<file path="config.mk">
export PLATFORM = sky130hd
export DESIGN_NAME = fps_ctrl
export DESIGN_NICKNAME = d
export VERILOG_FILES = /design/src/core/fps_unused_guard.sv /design/src/core/fps_pkg.sv /design/src/core/fps_ctrl.sv /design/src/core/fps_sync.sv /design/src/core/fps_pulser.sv
export SDC_FILE = /design/constraint.sdc
export NUM_CORES = 1
export LEC_CHECK = 0
export BUFFER_PORTS_ARGS = -buffer_cell sky130_fd_sc_hd__buf_2
export CAP_MARGIN = 20
export CORE_ASPECT_RATIO = 0.9
export CORE_UTILIZATION = 50
export CTS_BUF_LIST = sky130_fd_sc_hd__clkbuf_8
export DETAILED_ROUTE_END_ITERATION = 8
export GPL_TIMING_DRIVEN = 0
export PLACE_DENSITY = 0.69
export SLEW_MARGIN = 20
export SYNTH_ARGS = -nofsm -noshare
export SYNTH_HDL_FRONTEND = slang
export SYNTH_SLANG_ARGS = --single-unit
</file>
<file path="constraint.sdc">
create_clock -name mclk_in -period 4.4 [get_ports mclk_in]
set_input_delay 0 -clock mclk_in [delete_from_list [all_inputs] [get_ports mclk_in]]
set_output_delay 0 -clock mclk_in [all_outputs]
set_load 0.03 [all_outputs]
</file>
<file path="src/core/fps_unused_guard.sv">
// Intentionally empty: no logic of the block lives here

</file>
<file path="src/core/fps_pkg.sv">
// Constants, register map and time figures for the fan pressure and auto-restart block
package fps_pkg;
  // Clock rate
  localparam int unsigned CLK_KHZ = 20000;

  // Time figures in their own units
  localparam int unsigned LONG_PRESS_MS = 3000;
  localparam int unsigned PRESS_LIMIT_MS = 10000;
  localparam int unsigned RESTART_DELAY_S = 180;
  localparam int unsigned BLINK_TIME_MS = 5000;
  localparam int unsigned BLINK_RATE_HZ = 5;
  localparam int unsigned BEEP_HALF_MS = 100;
  localparam int unsigned BEEP_COUNT = 3;

  // Cycle counts derived from the rate
  localparam int unsigned LONG_PRESS_CYC = LONG_PRESS_MS * CLK_KHZ;
  localparam int unsigned PRESS_LIMIT_CYC = PRESS_LIMIT_MS * CLK_KHZ;
  localparam int unsigned RESTART_DELAY_CYC = RESTART_DELAY_S * 1000 * CLK_KHZ;
  localparam int unsigned BLINK_HALF_CYC = (CLK_KHZ * 1000) / (2 * BLINK_RATE_HZ);
  localparam int unsigned BLINK_COUNT = (BLINK_TIME_MS * BLINK_RATE_HZ) / 1000;
  localparam int unsigned BEEP_HALF_CYC = BEEP_HALF_MS * CLK_KHZ;
  localparam int unsigned CNT_W = 32;

  // Register byte offsets
  localparam logic [7:0] OFS_OVERRIDE = 8'h00;
  localparam logic [7:0] OFS_CONDITIONS = 8'h04;
  localparam logic [7:0] OFS_COMMAND = 8'h08;
  localparam logic [7:0] OFS_STATUS = 8'h0C;

  // Command bits
  localparam int CMD_RUN_ON = 0;
  localparam int CMD_RUN_OFF = 1;
  localparam int CMD_TIMER_SET = 2;
  localparam int CMD_TIMER_CLR = 3;

  // Condition field layout
  localparam int COND_MODE_LSB = 0;
  localparam int COND_FAN_LSB = 4;
  localparam int COND_TEMP_LSB = 8;

  // Status bit layout
  localparam int ST_LEVEL_LSB = 0;
  localparam int ST_RUN = 2;
  localparam int ST_AUTO_EN = 3;
  localparam int ST_TIMER = 4;
  localparam int ST_WAITING = 5;
  localparam int ST_MAINS = 6;
  localparam int ST_BEEPING = 7;
  localparam int ST_BLINKING = 8;
  localparam int ST_SW_LSB = 9;

  // Reset values and encodings
  localparam logic [15:0] OVERRIDE_RST = 16'h0000;
  localparam logic [1:0] MODE_AUTO = 2'h0;
  localparam logic [2:0] FAN_AUTO = 3'h0;
  localparam logic [4:0] TEMP_BUTTON_SETPOINT = 5'h18;
  localparam logic [1:0] LEVEL_10PA = 2'h0;
  localparam logic [1:0] LEVEL_20PA = 2'h1;
  localparam logic [1:0] LEVEL_35PA = 2'h2;
  localparam logic [1:0] LEVEL_45PA = 2'h3;
endpackage

</file>
<file path="src/core/fps_ctrl.sv">
// Fan static pressure selection and auto-restart control with APB registers
//
// Contract
// Override zero: switches 2,1 decode OFF/OFF 10, OFF/ON 20, ON/OFF 35, ON/ON 45 Pa.
// Override values 1, 2, 3, 4 select 10, 20, 35, 45 Pa.
// Any non-zero override value makes the switch positions irrelevant.
// Reset leaves override zero; switches off then give the lowest level.
// Auto-restart on: resume previous run state three minutes after power returns.
// Auto-restart flag is clear after reset.
// A button hold of at least three seconds toggles auto-restart.
// The hold must end before ten seconds, otherwise no toggle.
// Enabling sounds three beeps and blinks the lamp 5/s for 5 s.
// Press in standby starts the unit at once, lamp on; long hold beeps.
// Press while running stops the unit at once, lamp off; long hold beeps.
// A later short press toggles run state like a remote on/off command.
// Long press while enabled clears the flag with three beeps.
// Auto-restart off: unit stays stopped after power returns until commanded.
// A timer active at power loss is discarded on recovery.
// Disabling sounds three beeps without lamp blinking.
// Button start selects auto mode, 24 C setpoint and auto fan.
// Flag and operating conditions survive mains loss, cleared only by reset.
`timescale 1ns/10ps
module fps_ctrl #(
  parameter logic [31:0] LONG_PRESS_CYC = 32'(fps_pkg::LONG_PRESS_CYC),
  parameter logic [31:0] PRESS_LIMIT_CYC = 32'(fps_pkg::PRESS_LIMIT_CYC),
  parameter logic [31:0] RESTART_DELAY_CYC = 32'(fps_pkg::RESTART_DELAY_CYC),
  parameter logic [31:0] BLINK_HALF_CYC = 32'(fps_pkg::BLINK_HALF_CYC),
  parameter logic [31:0] BEEP_HALF_CYC = 32'(fps_pkg::BEEP_HALF_CYC)
) (
  // Clock and reset
  input wire logic mclk_in,
  input wire logic nrst_in,
  // APB slave
  input wire logic psel_in,
  input wire logic penable_in,
  input wire logic pwrite_in,
  input wire logic [7:0] paddr_in,
  input wire logic [31:0] pwdata_in,
  output logic [31:0] prdata_out,
  output logic pready_out,
  output logic pslverr_out,
  // Board pins
  input wire logic [1:0] pressure_select_switches_in,
  input wire logic temp_button_n_in,
  input wire logic mains_ok_in,
  // Unit outputs
  output logic [1:0] pressure_level_out,
  output logic run_out,
  output logic lamp_out,
  output logic beep_out,
  output logic auto_restart_out,
  output logic timer_active_out,
  output logic [1:0] mode_out,
  output logic [2:0] fan_out,
  output logic [4:0] setpoint_out
);
  typedef enum {FPS_PWR_DOWN, FPS_PWR_WAIT, FPS_PWR_UP} fps_pwr_t;

  typedef struct packed {
    fps_pwr_t pwr;
    logic [31:0] wait_cnt;
    logic [31:0] hold_cnt;
    logic btn_prev;
    logic run;
    logic last_run;
    logic auto_en;
    logic timer_active;
    logic [15:0] override_item;
    logic [1:0] mode;
    logic [2:0] fan;
    logic [4:0] setpoint;
    logic [1:0] level;
    logic lamp;
    logic beep;
    logic [31:0] rdata;
    logic ready;
    logic slverr;
  } fps_ctrl_state_t;

  fps_ctrl_state_t state;
  fps_ctrl_state_t next_state;

  logic [3:0] pin_sync;
  logic btn_pressed;
  logic mains_ok;
  logic [1:0] sw_sync;
  logic beep_start;
  logic blink_start;
  logic blink_abort;
  logic beep_active;
  logic beep_wave;
  logic blink_active;
  logic blink_wave;
  logic apb_setup;
  logic apb_write;

  // Static pressure level from override item and switches
  function automatic logic [1:0] fps_level(input logic [15:0] item, input logic [1:0] sw);
    logic [1:0] lvl;
    lvl = fps_pkg::LEVEL_10PA;
    case (item)
      16'h0000: lvl = sw;
      16'h0001: lvl = fps_pkg::LEVEL_10PA;
      16'h0002: lvl = fps_pkg::LEVEL_20PA;
      16'h0003: lvl = fps_pkg::LEVEL_35PA;
      16'h0004: lvl = fps_pkg::LEVEL_45PA;
      default: lvl = fps_pkg::LEVEL_10PA;
    endcase
    return lvl;
  endfunction

  fps_sync #(
    .WIDTH(4)
  ) u_sync (
    .mclk_in(mclk_in),
    .nrst_in(nrst_in),
    .async_in({pressure_select_switches_in, mains_ok_in, ~temp_button_n_in}),
    .sync_out(pin_sync)
  );

  assign sw_sync = pin_sync[3:2];
  assign mains_ok = pin_sync[1];
  assign btn_pressed = pin_sync[0];

  fps_pulser #(
    .HALF_CYC(BEEP_HALF_CYC),
    .PULSES(8'(fps_pkg::BEEP_COUNT))
  ) u_beep (
    .mclk_in(mclk_in),
    .nrst_in(nrst_in),
    .start_in(beep_start),
    .abort_in(1'b0),
    .active_out(beep_active),
    .wave_out(beep_wave)
  );

  fps_pulser #(
    .HALF_CYC(BLINK_HALF_CYC),
    .PULSES(8'(fps_pkg::BLINK_COUNT))
  ) u_blink (
    .mclk_in(mclk_in),
    .nrst_in(nrst_in),
    .start_in(blink_start),
    .abort_in(blink_abort),
    .active_out(blink_active),
    .wave_out(blink_wave)
  );

  assign apb_setup = psel_in && !penable_in;
  assign apb_write = psel_in && penable_in && pwrite_in && state.ready;

  always_comb
  begin
    logic long_ok;
    logic run_cmd_on;
    logic run_cmd_off;
    long_ok = 1'b0;
    run_cmd_on = 1'b0;
    run_cmd_off = 1'b0;
    next_state = state;
    beep_start = 1'b0;
    blink_start = 1'b0;
    blink_abort = 1'b0;
    next_state.btn_prev = btn_pressed;

    // APB register writes
    if (apb_write)
    begin
      case (paddr_in)
        fps_pkg::OFS_OVERRIDE:
          next_state.override_item = pwdata_in[15:0];
        fps_pkg::OFS_CONDITIONS:
        begin
          next_state.mode = pwdata_in[fps_pkg::COND_MODE_LSB +: 2];
          next_state.fan = pwdata_in[fps_pkg::COND_FAN_LSB +: 3];
          next_state.setpoint = pwdata_in[fps_pkg::COND_TEMP_LSB +: 5];
        end
        fps_pkg::OFS_COMMAND:
        begin
          run_cmd_on = pwdata_in[fps_pkg::CMD_RUN_ON];
          run_cmd_off = pwdata_in[fps_pkg::CMD_RUN_OFF];
          if (pwdata_in[fps_pkg::CMD_TIMER_CLR])
            next_state.timer_active = 1'b0;
          if (pwdata_in[fps_pkg::CMD_TIMER_SET] && state.pwr == FPS_PWR_UP)
            next_state.timer_active = 1'b1;
        end
        default:
          next_state.override_item = state.override_item;
      endcase
    end

    // Power sequencing
    case (state.pwr)
      FPS_PWR_DOWN:
      begin
        next_state.run = 1'b0;
        next_state.timer_active = 1'b0;
        next_state.wait_cnt = '0;
        if (mains_ok)
        begin
          if (state.auto_en)
            next_state.pwr = FPS_PWR_WAIT;
          else
            next_state.pwr = FPS_PWR_UP;
        end
      end
      FPS_PWR_WAIT:
      begin
        if (!mains_ok)
          next_state.pwr = FPS_PWR_DOWN;
        else if (state.wait_cnt >= RESTART_DELAY_CYC - 32'h0000_0001)
        begin
          next_state.pwr = FPS_PWR_UP;
          next_state.run = state.last_run;
        end
        else
          next_state.wait_cnt = state.wait_cnt + 32'h0000_0001;
      end
      FPS_PWR_UP:
      begin
        if (!mains_ok)
        begin
          next_state.pwr = FPS_PWR_DOWN;
          next_state.last_run = state.run;
          next_state.run = 1'b0;
          next_state.timer_active = 1'b0;
          blink_abort = 1'b1;
        end
        else
        begin
          if (run_cmd_on)
            next_state.run = 1'b1;
          else if (run_cmd_off)
            next_state.run = 1'b0;

          // Button press edge switches run state at once
          if (btn_pressed && !state.btn_prev)
          begin
            next_state.run = ~state.run;
            if (!state.run)
            begin
              next_state.mode = fps_pkg::MODE_AUTO;
              next_state.setpoint = fps_pkg::TEMP_BUTTON_SETPOINT;
              next_state.fan = fps_pkg::FAN_AUTO;
            end
          end

          // Release after a long hold toggles the auto-restart flag
          long_ok = state.hold_cnt >= LONG_PRESS_CYC && state.hold_cnt < PRESS_LIMIT_CYC;
          if (!btn_pressed && state.btn_prev && long_ok)
          begin
            next_state.auto_en = ~state.auto_en;
            beep_start = 1'b1;
            blink_start = !state.auto_en;
            blink_abort = state.auto_en;
          end
        end
      end
      default:
        next_state.pwr = FPS_PWR_DOWN;
    endcase

    // Hold time, saturating at the release limit
    if (!btn_pressed)
      next_state.hold_cnt = '0;
    else if (state.hold_cnt < PRESS_LIMIT_CYC)
      next_state.hold_cnt = state.hold_cnt + 32'h0000_0001;

    // Registered unit outputs
    next_state.level = fps_level(state.override_item, sw_sync);
    next_state.lamp = blink_active ? blink_wave : state.run;
    next_state.beep = beep_active && beep_wave;

    // APB read data is captured in the setup cycle, answered in the access cycle
    next_state.ready = apb_setup;
    next_state.slverr = 1'b0;
    next_state.rdata = '0;
    if (apb_setup)
    begin
      case (paddr_in)
        fps_pkg::OFS_OVERRIDE:
          next_state.rdata[15:0] = state.override_item;
        fps_pkg::OFS_CONDITIONS:
        begin
          next_state.rdata[fps_pkg::COND_MODE_LSB +: 2] = state.mode;
          next_state.rdata[fps_pkg::COND_FAN_LSB +: 3] = state.fan;
          next_state.rdata[fps_pkg::COND_TEMP_LSB +: 5] = state.setpoint;
        end
        fps_pkg::OFS_COMMAND:
          next_state.rdata = '0;
        fps_pkg::OFS_STATUS:
        begin
          next_state.rdata[fps_pkg::ST_LEVEL_LSB +: 2] = state.level;
          next_state.rdata[fps_pkg::ST_RUN] = state.run;
          next_state.rdata[fps_pkg::ST_AUTO_EN] = state.auto_en;
          next_state.rdata[fps_pkg::ST_TIMER] = state.timer_active;
          next_state.rdata[fps_pkg::ST_WAITING] = state.pwr == FPS_PWR_WAIT;
          next_state.rdata[fps_pkg::ST_MAINS] = mains_ok;
          next_state.rdata[fps_pkg::ST_BEEPING] = beep_active;
          next_state.rdata[fps_pkg::ST_BLINKING] = blink_active;
          next_state.rdata[fps_pkg::ST_SW_LSB +: 2] = sw_sync;
        end
        default:
          next_state.slverr = 1'b1;
      endcase
    end
  end

  always_ff @(posedge mclk_in or negedge nrst_in)
  begin
    if (!nrst_in)
    begin
      state <= '0;
      state.pwr <= FPS_PWR_DOWN;
      state.auto_en <= 1'b0;
      state.override_item <= fps_pkg::OVERRIDE_RST;
      state.mode <= fps_pkg::MODE_AUTO;
      state.fan <= fps_pkg::FAN_AUTO;
      state.setpoint <= fps_pkg::TEMP_BUTTON_SETPOINT;
      state.level <= fps_pkg::LEVEL_10PA;
    end
    else
      state <= next_state;
  end

  assign prdata_out = state.rdata;
  assign pready_out = state.ready;
  assign pslverr_out = state.slverr;
  assign pressure_level_out = state.level;
  assign run_out = state.run;
  assign lamp_out = state.lamp;
  assign beep_out = state.beep;
  assign auto_restart_out = state.auto_en;
  assign timer_active_out = state.timer_active;
  assign mode_out = state.mode;
  assign fan_out = state.fan;
  assign setpoint_out = state.setpoint;
endmodule // fps_ctrl

</file>
<file path="src/core/fps_sync.sv">
// Two-flop synchroniser for pin inputs
`timescale 1ns/10ps
module fps_sync #(
  parameter int WIDTH = 1
) (
  // Clock and reset
  input wire logic mclk_in,
  input wire logic nrst_in,
  // Data
  input wire logic [WIDTH-1:0] async_in,
  output logic [WIDTH-1:0] sync_out
);
  typedef struct packed {
    logic [WIDTH-1:0] stage1;
    logic [WIDTH-1:0] stage2;
  } fps_sync_state_t;

  fps_sync_state_t state;
  fps_sync_state_t next_state;

  always_comb
  begin
    next_state.stage1 = async_in;
    next_state.stage2 = state.stage1;
  end

  always_ff @(posedge mclk_in or negedge nrst_in)
  begin
    if (!nrst_in)
      state <= '0;
    else
      state <= next_state;
  end

  assign sync_out = state.stage2;
endmodule // fps_sync

</file>
<file path="src/core/fps_pulser.sv">
// Burst generator: a fixed number of on/off pulses after a start strobe
`timescale 1ns/10ps
module fps_pulser #(
  parameter logic [31:0] HALF_CYC = 32'h0000_0001,
  parameter logic [7:0] PULSES = 8'h03
) (
  // Clock and reset
  input wire logic mclk_in,
  input wire logic nrst_in,
  // Control
  input wire logic start_in,
  input wire logic abort_in,
  // Outputs
  output logic active_out,
  output logic wave_out
);
  typedef struct packed {
    logic active;
    logic wave;
    logic [31:0] cnt;
    logic [7:0] done;
  } fps_pulser_state_t;

  fps_pulser_state_t state;
  fps_pulser_state_t next_state;

  always_comb
  begin
    next_state = state;
    if (start_in)
    begin
      next_state.active = 1'b1;
      next_state.wave = 1'b1;
      next_state.cnt = '0;
      next_state.done = '0;
    end
    else if (abort_in)
    begin
      next_state.active = 1'b0;
      next_state.wave = 1'b0;
    end
    else if (state.active)
    begin
      if (state.cnt >= HALF_CYC - 32'h0000_0001)
      begin
        next_state.cnt = '0;
        next_state.wave = ~state.wave;
        if (state.wave)
        begin
          next_state.done = state.done + 8'h01;
          if (state.done + 8'h01 >= PULSES)
            next_state.active = 1'b0;
        end
      end
      else
        next_state.cnt = state.cnt + 32'h0000_0001;
    end
  end

  always_ff @(posedge mclk_in or negedge nrst_in)
  begin
    if (!nrst_in)
      state <= '0;
    else
      state <= next_state;
  end

  assign active_out = state.active;
  assign wave_out = state.wave;
endmodule // fps_pulser

</file>
Yosys cells after proc, flatten, opt, wreduce, memory -nomap -nowiden
Cells that the tools add are included.
W data, S select, Z words.
{"block": "op_classes", "order_cmp": 7, "n_bitwise": 6, "eq_ne": 19, "n_reduce_logical": 39, "n_addsub": 6, "muxes": 73}
{"op": "$mux W32", "n": 10}
{"op": "$mux W42", "n": 4}
{"op": "$add A32 B1 Y32 const B", "n": 4}
{"op": "$pmux W32 S3", "n": 1}
{"op": "$eq A32 B2 Y1 const B", "n": 2}
{"op": "$ge A32 B21 Y1 const B", "n": 2}
{"op": "$pmux W32 S2", "n": 1}
{"op": "$mux W10", "n": 5}
{"op": "$mux W40", "n": 1}
{"op": "$eq A16 B2 Y1 const B", "n": 2}
{"op": "$eq A32 B1 Y1 const B", "n": 1}
{"op": "$eq A32 B3 Y1 const B", "n": 1}
{"op": "$ge A32 B26 Y1 const B", "n": 1}
{"op": "$ge A32 B32 Y1 const B", "n": 1}
{"op": "$logic_not A32 Y1", "n": 1}
{"op": "$lt A32 B28 Y1 const B", "n": 1}
{"op": "$mux W16", "n": 2}
{"op": "$mux W8", "n": 4}
{"op": "$mux W1", "n": 30}
{"op": "$mux W27", "n": 1}
{"op": "$pmux W3 S3", "n": 2}
{"op": "$add A8 B1 Y8 const B", "n": 2}
{"op": "$eq A16 B3 Y1 const B", "n": 1}
{"op": "$eq A8 B4 Y1 const B", "n": 2}
{"op": "25 further kinds", "n": 68}
{"block": "totals", "output_inout_bits": 51, "elab_cells": 178, "register_bits": 257}

Logic depth before layout (Yosys ltp)
Gate-level depths: netlist of the first run.
{"block": "logic_depth", "ltp_word": 9, "depth_mapped": 11, "mapped_depth_nobuf": 9}

Modules after synthesis
From an unflattened synthesis of the first run, not the netlist that was laid out.
{"block": "hier_totals", "hier_cells": 1147, "hier_area_um2": 11100.6}
{"module": "fps_ctrl", "area_per_inst_um2": 6341.1, "n_inst": 1, "cells_per_inst": 654, "seq_area_each_um2": 2980.4}
{"module": "fps_pulser at u_blink", "area_per_inst_um2": 2299.7, "n_inst": 1, "cells_per_inst": 250, "seq_area_each_um2": 1051.0}
{"module": "fps_pulser at u_beep", "area_per_inst_um2": 2259.7, "n_inst": 1, "cells_per_inst": 235, "seq_area_each_um2": 1051.0}
{"module": "fps_sync", "area_per_inst_um2": 200.2, "n_inst": 1, "cells_per_inst": 8, "seq_area_each_um2": 200.2}

Worst setup path before layout of the first run
No wires, ideal clock.
{"block": "synth_timing", "kind": "reg-to-reg", "from": "register state[128] in the netlist's numbering", "to": "register state (netlist bit run_out)", "stages_incl_launch_ff": 7, "t_required_ns": 4.272, "path_buffers": 0, "arrival_ns": 2.353, "setup_slack_ns": 1.919, "path_cell_list": "dfrtp_1 or4_1 or4_4 a211oi_4 o21ai_1 a221oi_2 mux2_1"}
{"block": "synth_between", "elab_chain_cells": 3}
{"item": "start: declaration", "line": "fps_ctrl.sv:80", "rtl": "fps_ctrl_state_t state;"}
{"item": "start signal: assignment", "line": "fps_ctrl.sv:323", "rtl": "state <= next_state;"}
{"item": "$ge A32 B32 Y1", "line": "fps_ctrl.sv:211", "rtl": "else if (state.wait_cnt >= RESTART_DELAY_CYC - 32'h0000_0001)"}
{"item": "$ne A2 B2 Y1 (no line)"}
{"item": "$reduce_and A4 Y1 (no line)"}
Every way passes these cells.
A chain may end at the register's enable or synchronous reset.

Worst setup path in the final report of the first run
{"block": "layout_timing", "from": "register u_beep.state[8] in the netlist's numbering", "to": "register u_beep.state[27] in the netlist's numbering"}
{"block": "layout_between", "elab_chain_cells": 4}
{"item": "start: declaration", "line": "fps_pulser.sv:24", "rtl": "fps_pulser_state_t state;"}
{"item": "start signal: assignment", "line": "fps_pulser.sv:65", "rtl": "state <= next_state;"}
{"item": "$add A32 B1 Y32 or $ge A32 B21 Y1 (tied branches)", "line": "fps_pulser.sv:56, fps_pulser.sv:44"}
{"item": "$mux W32 (*)", "line": "fps_pulser.sv:44", "rtl": "if (state.cnt >= HALF_CYC - 32'h0000_0001)"}
{"item": "$mux W42 (*)", "line": "fps_pulser.sv:42", "rtl": "else if (state.active)"}
{"item": "$mux W42 (*)", "line": "fps_pulser.sv:30", "rtl": "if (start_in)"}
Every way passes the cells marked *; elsewhere a longest branch is shown, timed or not. The select of a mux whose other input is x is not followed.

==> run_summary.xml, run 1 <==
<?xml version="1.0" encoding="UTF-8"?>
<metrics>
  <group name="logic_synthesis">
    <metric name="yosys_most_used_dff" unit="">dfrtp_1</metric>
    <metric name="synthesis_warnings" unit="">0</metric>
    <metric name="synth.top_cell.area_share" unit="%">48.03</metric>
    <metric name="distinct_cell_type_count_after_synthesis" unit="">76</metric>
    <metric name="synth.area.top_cells" unit="">dfrtp_1 48%, nor2_1 4.1%, o21ai_0 3.3%</metric>
    <metric name="synthesis.area" unit="um2">10890</metric>
    <metric name="asyncSetResetFlopFracSynth" unit="%">100.0</metric>
    <metric name="synth_sequential_area_ratio" unit="%">48.51</metric>
    <metric name="syn-instance-count" unit="">1137</metric>
    <metric name="synthesis.area_per_instance" unit="um2">9.577</metric>
    <metric name="register_bit_count_reported_by_yosys" unit="">211</metric>
    <metric name="synth-edff-count" unit="">0</metric>
    <metric name="yosysTopAreaCell" unit="">dfrtp_1</metric>
  </group>
  <group name="drt">
    <metric name="via_count" unit="">8729</metric>
    <metric name="ant_nets" unit="">0</metric>
    <metric name="post-route-drc-count" unit="">0</metric>
    <metric name="drt_pass1_iterations" unit="">5</metric>
    <metric name="postRouteWirelength" unit="mm">24.79</metric>
    <metric name="post_drt_wl_per_cell" unit="um">15.48</metric>
    <metric name="drt-initial-drc-count" unit="">452</metric>
    <metric name="avgViaCountPerCell" unit="">5.452</metric>
  </group>
  <group name="min_path">
    <metric name="hold_path.class" unit="">in2reg</metric>
  </group>
  <group name="placement">
    <metric name="pre_cts_ws" unit="ns">1.616</metric>
    <metric name="placed_cells_incl_taps" unit="">1505</metric>
    <metric name="gpl.final_weighted_congestion" unit="">0.8325</metric>
    <metric name="io_buffer_count" unit="">65</metric>
    <metric name="dp_hpwl" unit="mm">16.85</metric>
    <metric name="placed_cell_area" unit="um2">11690</metric>
  </group>
  <group name="finish">
    <metric name="drive_above_1_share" unit="%">16.35</metric>
    <metric name="register_area" unit="um2">5283</metric>
    <metric name="most_common_library_cell_in_the_layout_ignoring_fill_and_taps" unit="">dfrtp_1</metric>
    <metric name="num-fill-cells" unit="">1834</metric>
    <metric name="fin_cells" unit="">1601</metric>
    <metric name="leading_cell_types_in_the_layout_fill_and_taps_excluded" unit="">209 x dfrtp_1, 118 x nor2_1, 83 x nand2_1</metric>
    <metric name="multiInputGateArea" unit="um2">5061</metric>
    <metric name="final_util" unit="%">60.61</metric>
    <metric name="antenna_cells" unit="">0</metric>
    <metric name="fin_nets" unit="">1353</metric>
    <metric name="synthToLayoutAreaGrowth" unit="%">17.34</metric>
    <metric name="postLayoutCellArea" unit="um2">12780</metric>
  </group>
  <group name="grt">
    <metric name="grt_usage" unit="%">23.29</metric>
    <metric name="grt_first_pass_wirelength" unit="mm">41.72</metric>
    <metric name="grt_pass1_vias" unit="">8392</metric>
    <metric name="grt.overflow.total" unit="">0</metric>
    <metric name="grt_start_max_net_pins" unit="">98</metric>
    <metric name="grt_antenna_before_repair" unit="">0</metric>
  </group>
  <group name="die">
    <metric name="design.die.area" unit="um2">22370</metric>
    <metric name="floorplan.initialDensity" unit="%">51.65</metric>
    <metric name="die_x" unit="um">157.6</metric>
    <metric name="io_pins" unit="">100</metric>
    <metric name="core_box_area" unit="um2">21080</metric>
    <metric name="placementRows" unit="">50</metric>
    <metric name="fp.dieH" unit="um">142</metric>
  </group>
  <group name="pwr">
    <metric name="vdd_ir_drop_max" unit="uV">208.5</metric>
    <metric name="power_density" unit="nW/um2">323.3</metric>
    <metric name="leakage" unit="nW">5.835</metric>
    <metric name="total_power" unit="mW">4.131</metric>
  </group>
  <group name="clock_tree">
    <metric name="cts_root_buffer" unit="">clkbuf_8</metric>
    <metric name="cts_inserted_buffers" unit="">37</metric>
    <metric name="clkSlewWorstSetupHoldPaths" unit="ns">0.06</metric>
    <metric name="clock_latency" unit="ns">0.53</metric>
    <metric name="tritoncts" unit="">yes</metric>
    <metric name="ctsResizeCount" unit="">0</metric>
    <metric name="cts_htree_levels" unit="">2</metric>
    <metric name="maximum_buffer_depth_of_the_clock_tree" unit="">3</metric>
    <metric name="clock-sinks" unit="">211</metric>
  </group>
  <group name="setup_path">
    <metric name="critical_path.max_fanout" unit="">10</metric>
    <metric name="critPathMostFrequentCell" unit="">clkbuf_1</metric>
    <metric name="worst_path_largest_cell_delay" unit="ns">0.52</metric>
    <metric name="end_kind" unit="">flip-flop</metric>
    <metric name="crit_required" unit="ns">4.85</metric>
    <metric name="cp_arrival" unit="ns">3.30</metric>
    <metric name="cpMaxStageDelayCell" unit="">clkbuf_1</metric>
    <metric name="critical_path_source_type" unit="">flip-flop</metric>
    <metric name="reg2reg_setup_slack" unit="ns">1.55</metric>
    <metric name="timing_worst_setup_path_type" unit="">reg2reg</metric>
    <metric name="cp_cell_sequence" unit="">ha_1 &gt; nand3_1 &gt; o31ai_1 &gt; a311oi_1 &gt; o21a_1 &gt; clkbuf_1 &gt; clkbuf_1 &gt; nand4b_1 &gt; a21oi_1</metric>
  </group>
  <group name="timing">
    <metric name="period_minus_slack" unit="ns">2.850</metric>
    <metric name="clock.fmax" unit="MHz">350.8</metric>
    <metric name="worst_tran_pin_value" unit="ns">0.8234</metric>
    <metric name="final_max_slew_viol_count" unit="">0</metric>
    <metric name="worst_slew_margin_rel" unit="%">44.68</metric>
    <metric name="fin_ws" unit="ns">1.550</metric>
    <metric name="min_period_over_period" unit="%">64.78</metric>
    <metric name="report.final.hold_viol_count" unit="">0</metric>
    <metric name="worst_clock_skew" unit="ns">0.02443</metric>
    <metric name="final-setup-viol-count" unit="">0</metric>
    <metric name="rsz0062_at_grt" unit="">no</metric>
    <metric name="hold_ws" unit="ns">0.02585</metric>
    <metric name="final_sum_of_negative_setup_slack" unit="ns">0</metric>
  </group>
  <group name="run">
    <metric name="maxCapViolations" unit="">0</metric>
  </group>
  <group name="status">
    <metric name="outcome" unit="">completed</metric>
  </group>
</metrics>
timing repair:
item | CTS | global route
buffers inserted | 0 | 0
endpoints found under the hold margin | 253 | 0
setup endpoints to repair | 0 | 0
hold buffers | 33 | 0
registers in the layout, indices dropped and copies added, names as in the netlist, 2 cells and up:
name                cells
state                  84
u_beep.state           40
u_blink.state          40
prdata_out             16
setpoint_out            5
u_sync.next_state       4
u_sync.sync_out         4
fan_out                 3
mode_out                2
pressure_level_out      2
area by class of cell:
class | count | share of cell area [%]
clock buffers | 50 | 5.386
plain buffers | 83 | 3.799
multi-input cells | 827 | 39.61
repair buffers | 100 | 5.719
clock inverters | 13 | 0.4309
inverters | 31 | 0.9107
well taps | 286 | 2.801
flip-flops and latches | 211 | 41.34
critical path, delay by kind of cell (launching register included):
kind | cells | cell delay [ns]
buffers and inverters | 2 | 0.94
AO/OA/AOI/OAI | 4 | 0.86
flip-flops | 1 | 0.41
AND/OR/NAND/NOR | 2 | 0.34
adder cells (fa/ha/maj) | 1 | 0.24
power by group:
part           internal (mW)  total [mW]  leakage [nW]  switching (mW)
Combinational          0.121       0.357          2.50           0.236
Clock                   1.00        1.78         0.421           0.780
Sequential              1.97        1.99          2.91          0.0203
synthesized netlist by cell type (3+ instances only):
master and instances:
dfrtp_1 209, nor2_1 118, nand2_1 83, o21ai_0 71
nand3_1 55, and2_1 51, a21oi_1 47, buf_4 44
xnor2_1 40, nand4_1 33, nor3_1 32, clkbuf_1 31
inv_1 31, and3_1 23, mux2i_1 21, mux2_2 19
nor4_1 18, xor2_1 18, a31oi_1 14, ha_1 13
and4_1 11, nand4b_1 11, or3_1 11, nand2b_1 9
nor2b_1 8, o31ai_1 8, nand3b_1 6, o211ai_1 6
or2_2 6, or4_1 6, a211oi_1 5, o21a_1 5
o21ai_1 5, a21boi_0 4, a22oi_1 4, buf_1 4
a211o_1 3, a311oi_1 3, buf_2 3, nor3b_1 3
nor4b_1 3
kinds of logic (layout without fill, tap and decap cells):
| kind of cell | count (synthesis) | after routing | share of synthesized area (%) |
|---|---|---|---|
| flops | 211 | 211 | 48.51 |
| compound gates | 200 | 200 | 11.47 |
| xor+xnor | 58 | 58 | 4.665 |
| other cells | 1 | 16 | 0.03444 |
| simple gates | 499 | 499 | 24.30 |
| fa+ha+maj | 13 | 13 | 1.494 |
| mux | 41 | 41 | 3.999 |
| buf+inv | 114 | 277 | 5.527 |
worst paths after layout:
kind                       depth (start not counted)                      endpoint                           start
setup reg to reg                                   9  u_beep.state[27]$_DFFE_PN0P_     u_beep.state[8]$_DFFE_PN0P_
hold reg to reg                                    0  u_sync.sync_out[0]$_DFF_PN0_  u_sync.next_state[0]$_DFF_PN0_
min in group asynchronous                          3   u_beep.state[5]$_DFFE_PN0P_                         nrst_in
setup / recovery                                   9  u_beep.state[27]$_DFFE_PN0P_     u_beep.state[8]$_DFFE_PN0P_
max in group asynchronous                          3         state[83]$_DFFE_PN0P_                         nrst_in
hold / removal                                     4      prdata_out[14]$_DFF_PN0_                         psel_in
routing by layer:
metal	GRT usage (%)	up-vias	part of all wire, %
met1	33.01	4189	48
met2	36.98	219	45
met4	6.694	0	1.8
met3	3.685	37	4.6
li1	-	4284	-
met5	0	-	0
Power figures use the tool's default switching activity.
==> run 2, diff against run 1 <==
==> constraint.sdc (replaced) <==
create_clock -name mclk_in -period 2.8 [get_ports mclk_in]
set_input_delay 0 -clock mclk_in [delete_from_list [all_inputs] [get_ports mclk_in]]
set_output_delay 0 -clock mclk_in [all_outputs]
set_load 0.03 [all_outputs]
==> run 2 against run 1 <==
  * Clock skew about the same
  * Worst hold slack better by 0.0024 ns
  * Critical path type is now in2reg
  * Flip-flop and latch count unchanged
  * Power up 57%
==> run_summary.xml, run 2 (synthesized netlist as in run 1, its figures left out) <==
<?xml version="1.0" encoding="UTF-8"?>
<metrics>
  <group name="timing">
    <metric name="final_sum_of_negative_setup_slack" unit="ns">0</metric>
    <metric name="min_period_over_period" unit="%">94.99</metric>
    <metric name="fin_ws" unit="ns">0.1403</metric>
    <metric name="worst_slew_margin_rel" unit="%">47.64</metric>
    <metric name="worst_tran_pin_value" unit="ns">0.7825</metric>
    <metric name="rsz0062_at_grt" unit="">yes</metric>
    <metric name="hold_ws" unit="ns">0.02820</metric>
    <metric name="clock.fmax" unit="MHz">376.0</metric>
    <metric name="final-setup-viol-count" unit="">0</metric>
    <metric name="report.final.hold_viol_count" unit="">0</metric>
    <metric name="final_max_slew_viol_count" unit="">0</metric>
    <metric name="period_minus_slack" unit="ns">2.660</metric>
    <metric name="worst_clock_skew" unit="ns">0.02441</metric>
  </group>
  <group name="finish">
    <metric name="most_common_library_cell_in_the_layout_ignoring_fill_and_taps" unit="">dfrtp_1</metric>
    <metric name="fin_cells" unit="">1605</metric>
    <metric name="antenna_cells" unit="">0</metric>
    <metric name="drive_above_1_share" unit="%">17.44</metric>
    <metric name="largest_reg_flops" unit="">84</metric>
    <metric name="fin_nets" unit="">1357</metric>
    <metric name="num-fill-cells" unit="">1837</metric>
    <metric name="register_area" unit="um2">5283</metric>
    <metric name="final_util" unit="%">60.91</metric>
    <metric name="leading_cell_types_in_the_layout_fill_and_taps_excluded" unit="">209 x dfrtp_1, 118 x nor2_1, 83 x nand2_1</metric>
    <metric name="registers.top_by_ff_count" unit="">state</metric>
    <metric name="multiInputGateArea" unit="um2">5085</metric>
    <metric name="postLayoutCellArea" unit="um2">12840</metric>
    <metric name="synthToLayoutAreaGrowth" unit="%">17.93</metric>
    <metric name="largest_registers_ranked_by_flip_flop_count" unit="">state: 84 flops, u_beep.state: 40 flops, u_blink.state: 40 flops</metric>
  </group>
  <group name="die">
    <metric name="core_box_area" unit="um2">21080</metric>
    <metric name="placementRows" unit="">50</metric>
    <metric name="io_pins" unit="">100</metric>
    <metric name="fp.dieH" unit="um">142</metric>
    <metric name="floorplan.initialDensity" unit="%">51.65</metric>
    <metric name="design.die.area" unit="um2">22370</metric>
    <metric name="die_x" unit="um">157.6</metric>
  </group>
  <group name="clock_tree">
    <metric name="clock-sinks" unit="">211</metric>
    <metric name="cts_htree_levels" unit="">2</metric>
    <metric name="tritoncts" unit="">yes</metric>
    <metric name="maximum_buffer_depth_of_the_clock_tree" unit="">3</metric>
    <metric name="clock_latency" unit="ns">0.53</metric>
    <metric name="clkSlewWorstSetupHoldPaths" unit="ns">0.06</metric>
    <metric name="cts_inserted_buffers" unit="">37</metric>
    <metric name="cts_root_buffer" unit="">clkbuf_8</metric>
  </group>
  <group name="drt">
    <metric name="drt_pass1_iterations" unit="">4</metric>
    <metric name="drt-initial-drc-count" unit="">536</metric>
    <metric name="via_count" unit="">8699</metric>
    <metric name="postRouteWirelength" unit="mm">24.85</metric>
    <metric name="post-route-drc-count" unit="">0</metric>
    <metric name="avgViaCountPerCell" unit="">5.420</metric>
    <metric name="ant_nets" unit="">0</metric>
    <metric name="post_drt_wl_per_cell" unit="um">15.48</metric>
  </group>
  <group name="setup_path">
    <metric name="cp_arrival" unit="ns">3.06</metric>
    <metric name="critical_path_source_type" unit="">input port</metric>
    <metric name="timing_worst_setup_path_type" unit="">in2reg</metric>
    <metric name="crit_required" unit="ns">3.20</metric>
    <metric name="end_kind" unit="">flip-flop</metric>
    <metric name="critical_path.max_fanout" unit="">4</metric>
  </group>
  <group name="status">
    <metric name="outcome" unit="">completed</metric>
  </group>
  <group name="placement">
    <metric name="pre_cts_ws" unit="ns">0.01580</metric>
    <metric name="io_buffer_count" unit="">65</metric>
    <metric name="gpl.final_weighted_congestion" unit="">0.8325</metric>
    <metric name="placed_cell_area" unit="um2">11690</metric>
    <metric name="placed_cells_incl_taps" unit="">1505</metric>
    <metric name="dp_hpwl" unit="mm">16.85</metric>
  </group>
  <group name="grt">
    <metric name="grt_pass1_vias" unit="">8392</metric>
    <metric name="grt_start_max_net_pins" unit="">98</metric>
    <metric name="grt_antenna_before_repair" unit="">0</metric>
    <metric name="grt.overflow.total" unit="">0</metric>
    <metric name="grt_usage" unit="%">23.29</metric>
    <metric name="grt_first_pass_wirelength" unit="mm">41.72</metric>
  </group>
  <group name="pwr">
    <metric name="p_int" unit="mW">4.864</metric>
    <metric name="clockPowerShare" unit="%">43.2</metric>
    <metric name="power_frac_comb" unit="%">8.7</metric>
    <metric name="netSwitchingFraction" unit="%">25.11</metric>
    <metric name="power.sequential.fraction" unit="%">48.1</metric>
    <metric name="vdd_ir_drop_max" unit="uV">327.7</metric>
    <metric name="power.switching" unit="mW">1.631</metric>
    <metric name="power_density" unit="nW/um2">505.8</metric>
    <metric name="leakage" unit="nW">5.873</metric>
    <metric name="total_power" unit="mW">6.495</metric>
  </group>
  <group name="min_path">
    <metric name="hold_path.class" unit="">in2reg</metric>
  </group>
  <group name="run">
    <metric name="maxCapViolations" unit="">0</metric>
  </group>
</metrics>
run 2: cell types whose count changed in the layout (fill, tap and decap cells not counted), moves of 2 or more:
| cell | change |
|---|---|
| clkbuf_2 | +8 |
| clkbuf_1 | -6 |
| buf_4 | +4 |
| buf_1 | -2 |
run 2: layer usage:
layer / GRT usage, % / wire [um] / vias up / part of all wire, %
met5: 0 / 0 / - / 0
met4: 6.694 / 416 / 0 / 1.7
met3: 3.685 / 1069 / 35 / 4.3
met2: 36.98 / 11300 / 206 / 45
met1: 33.01 / 12060 / 4167 / 49
li1: - / - / 4291 / -
run 2: critical path: stages:
cell           delay (ns)
dlygate4sd3_1        0.54
buf_2                0.12
nor2_1               0.07
dlygate4sd3_1        0.60
nand3_1              0.09
or2_2                0.35
nor3b_1              0.41
o21ai_0              0.23
a221oi_2             0.31
mux2_1               0.34
run 2: layout make-up:
type	count	share of cell area [%]
clock buffers	50	5.359
inverters	31	0.9062
well taps	286	2.787
repair buffers	104	5.924
flip-flops and latches	211	41.14
multi-input cells	827	39.60
plain buffers	83	3.859
clock inverters	13	0.4287
run 2: path summary, 6_finish.rpt:
kind | slack, ns | startpoint | endpoint | depth (start not counted)
worst max-delay path | 0.14 | paddr_in[0] | run_out$_DFFE_PN0P_ | 10
worst min-delay path | 0.03 | psel_in | prdata_out[14]$_DFF_PN0_ | 4
worst max register to register | 0.17 | u_blink.state[22]$_DFFE_PN0P_ | u_blink.state[1]$_DFFE_PN0P_ | 7
worst min register to register | 0.35 | u_sync.next_state[0]$_DFF_PN0_ | u_sync.sync_out[0]$_DFF_PN0_ | 0
max in group asynchronous | 2.21 | nrst_in | state[83]$_DFFE_PN0P_ | 3
min in group asynchronous | 0.05 | nrst_in | u_beep.state[5]$_DFFE_PN0P_ | 3
run 2: power by group through the flow:
| stage | logic (mW) | registers [mW] | clock network, mW |
|---|---|---|---|
| 5_1_grt | 0.626 | 3.13 | 3.04 |
| 2_1_floorplan | 0.326 | 3.18 | 0 |
| 3_5_place_dp | 0.528 | 3.18 | 0 |
| 4_1_cts | 0.568 | 3.13 | 2.89 |
| 6_report | 0.563 | 3.13 | 2.81 |
| 3_3_place_gp | 0.511 | 3.18 | 0 |
run 2: timing repair:
| item | 4_1_cts | 5_1_grt |
|---|---|---|
| setup endpoints to repair | 0 | 75 |
| buffers inserted | 0 | 4 |
| gates resized for setup | 0 | 19 |
| hold endpoints to repair | 253 | 0 |
| hold buffers | 33 | 0 |
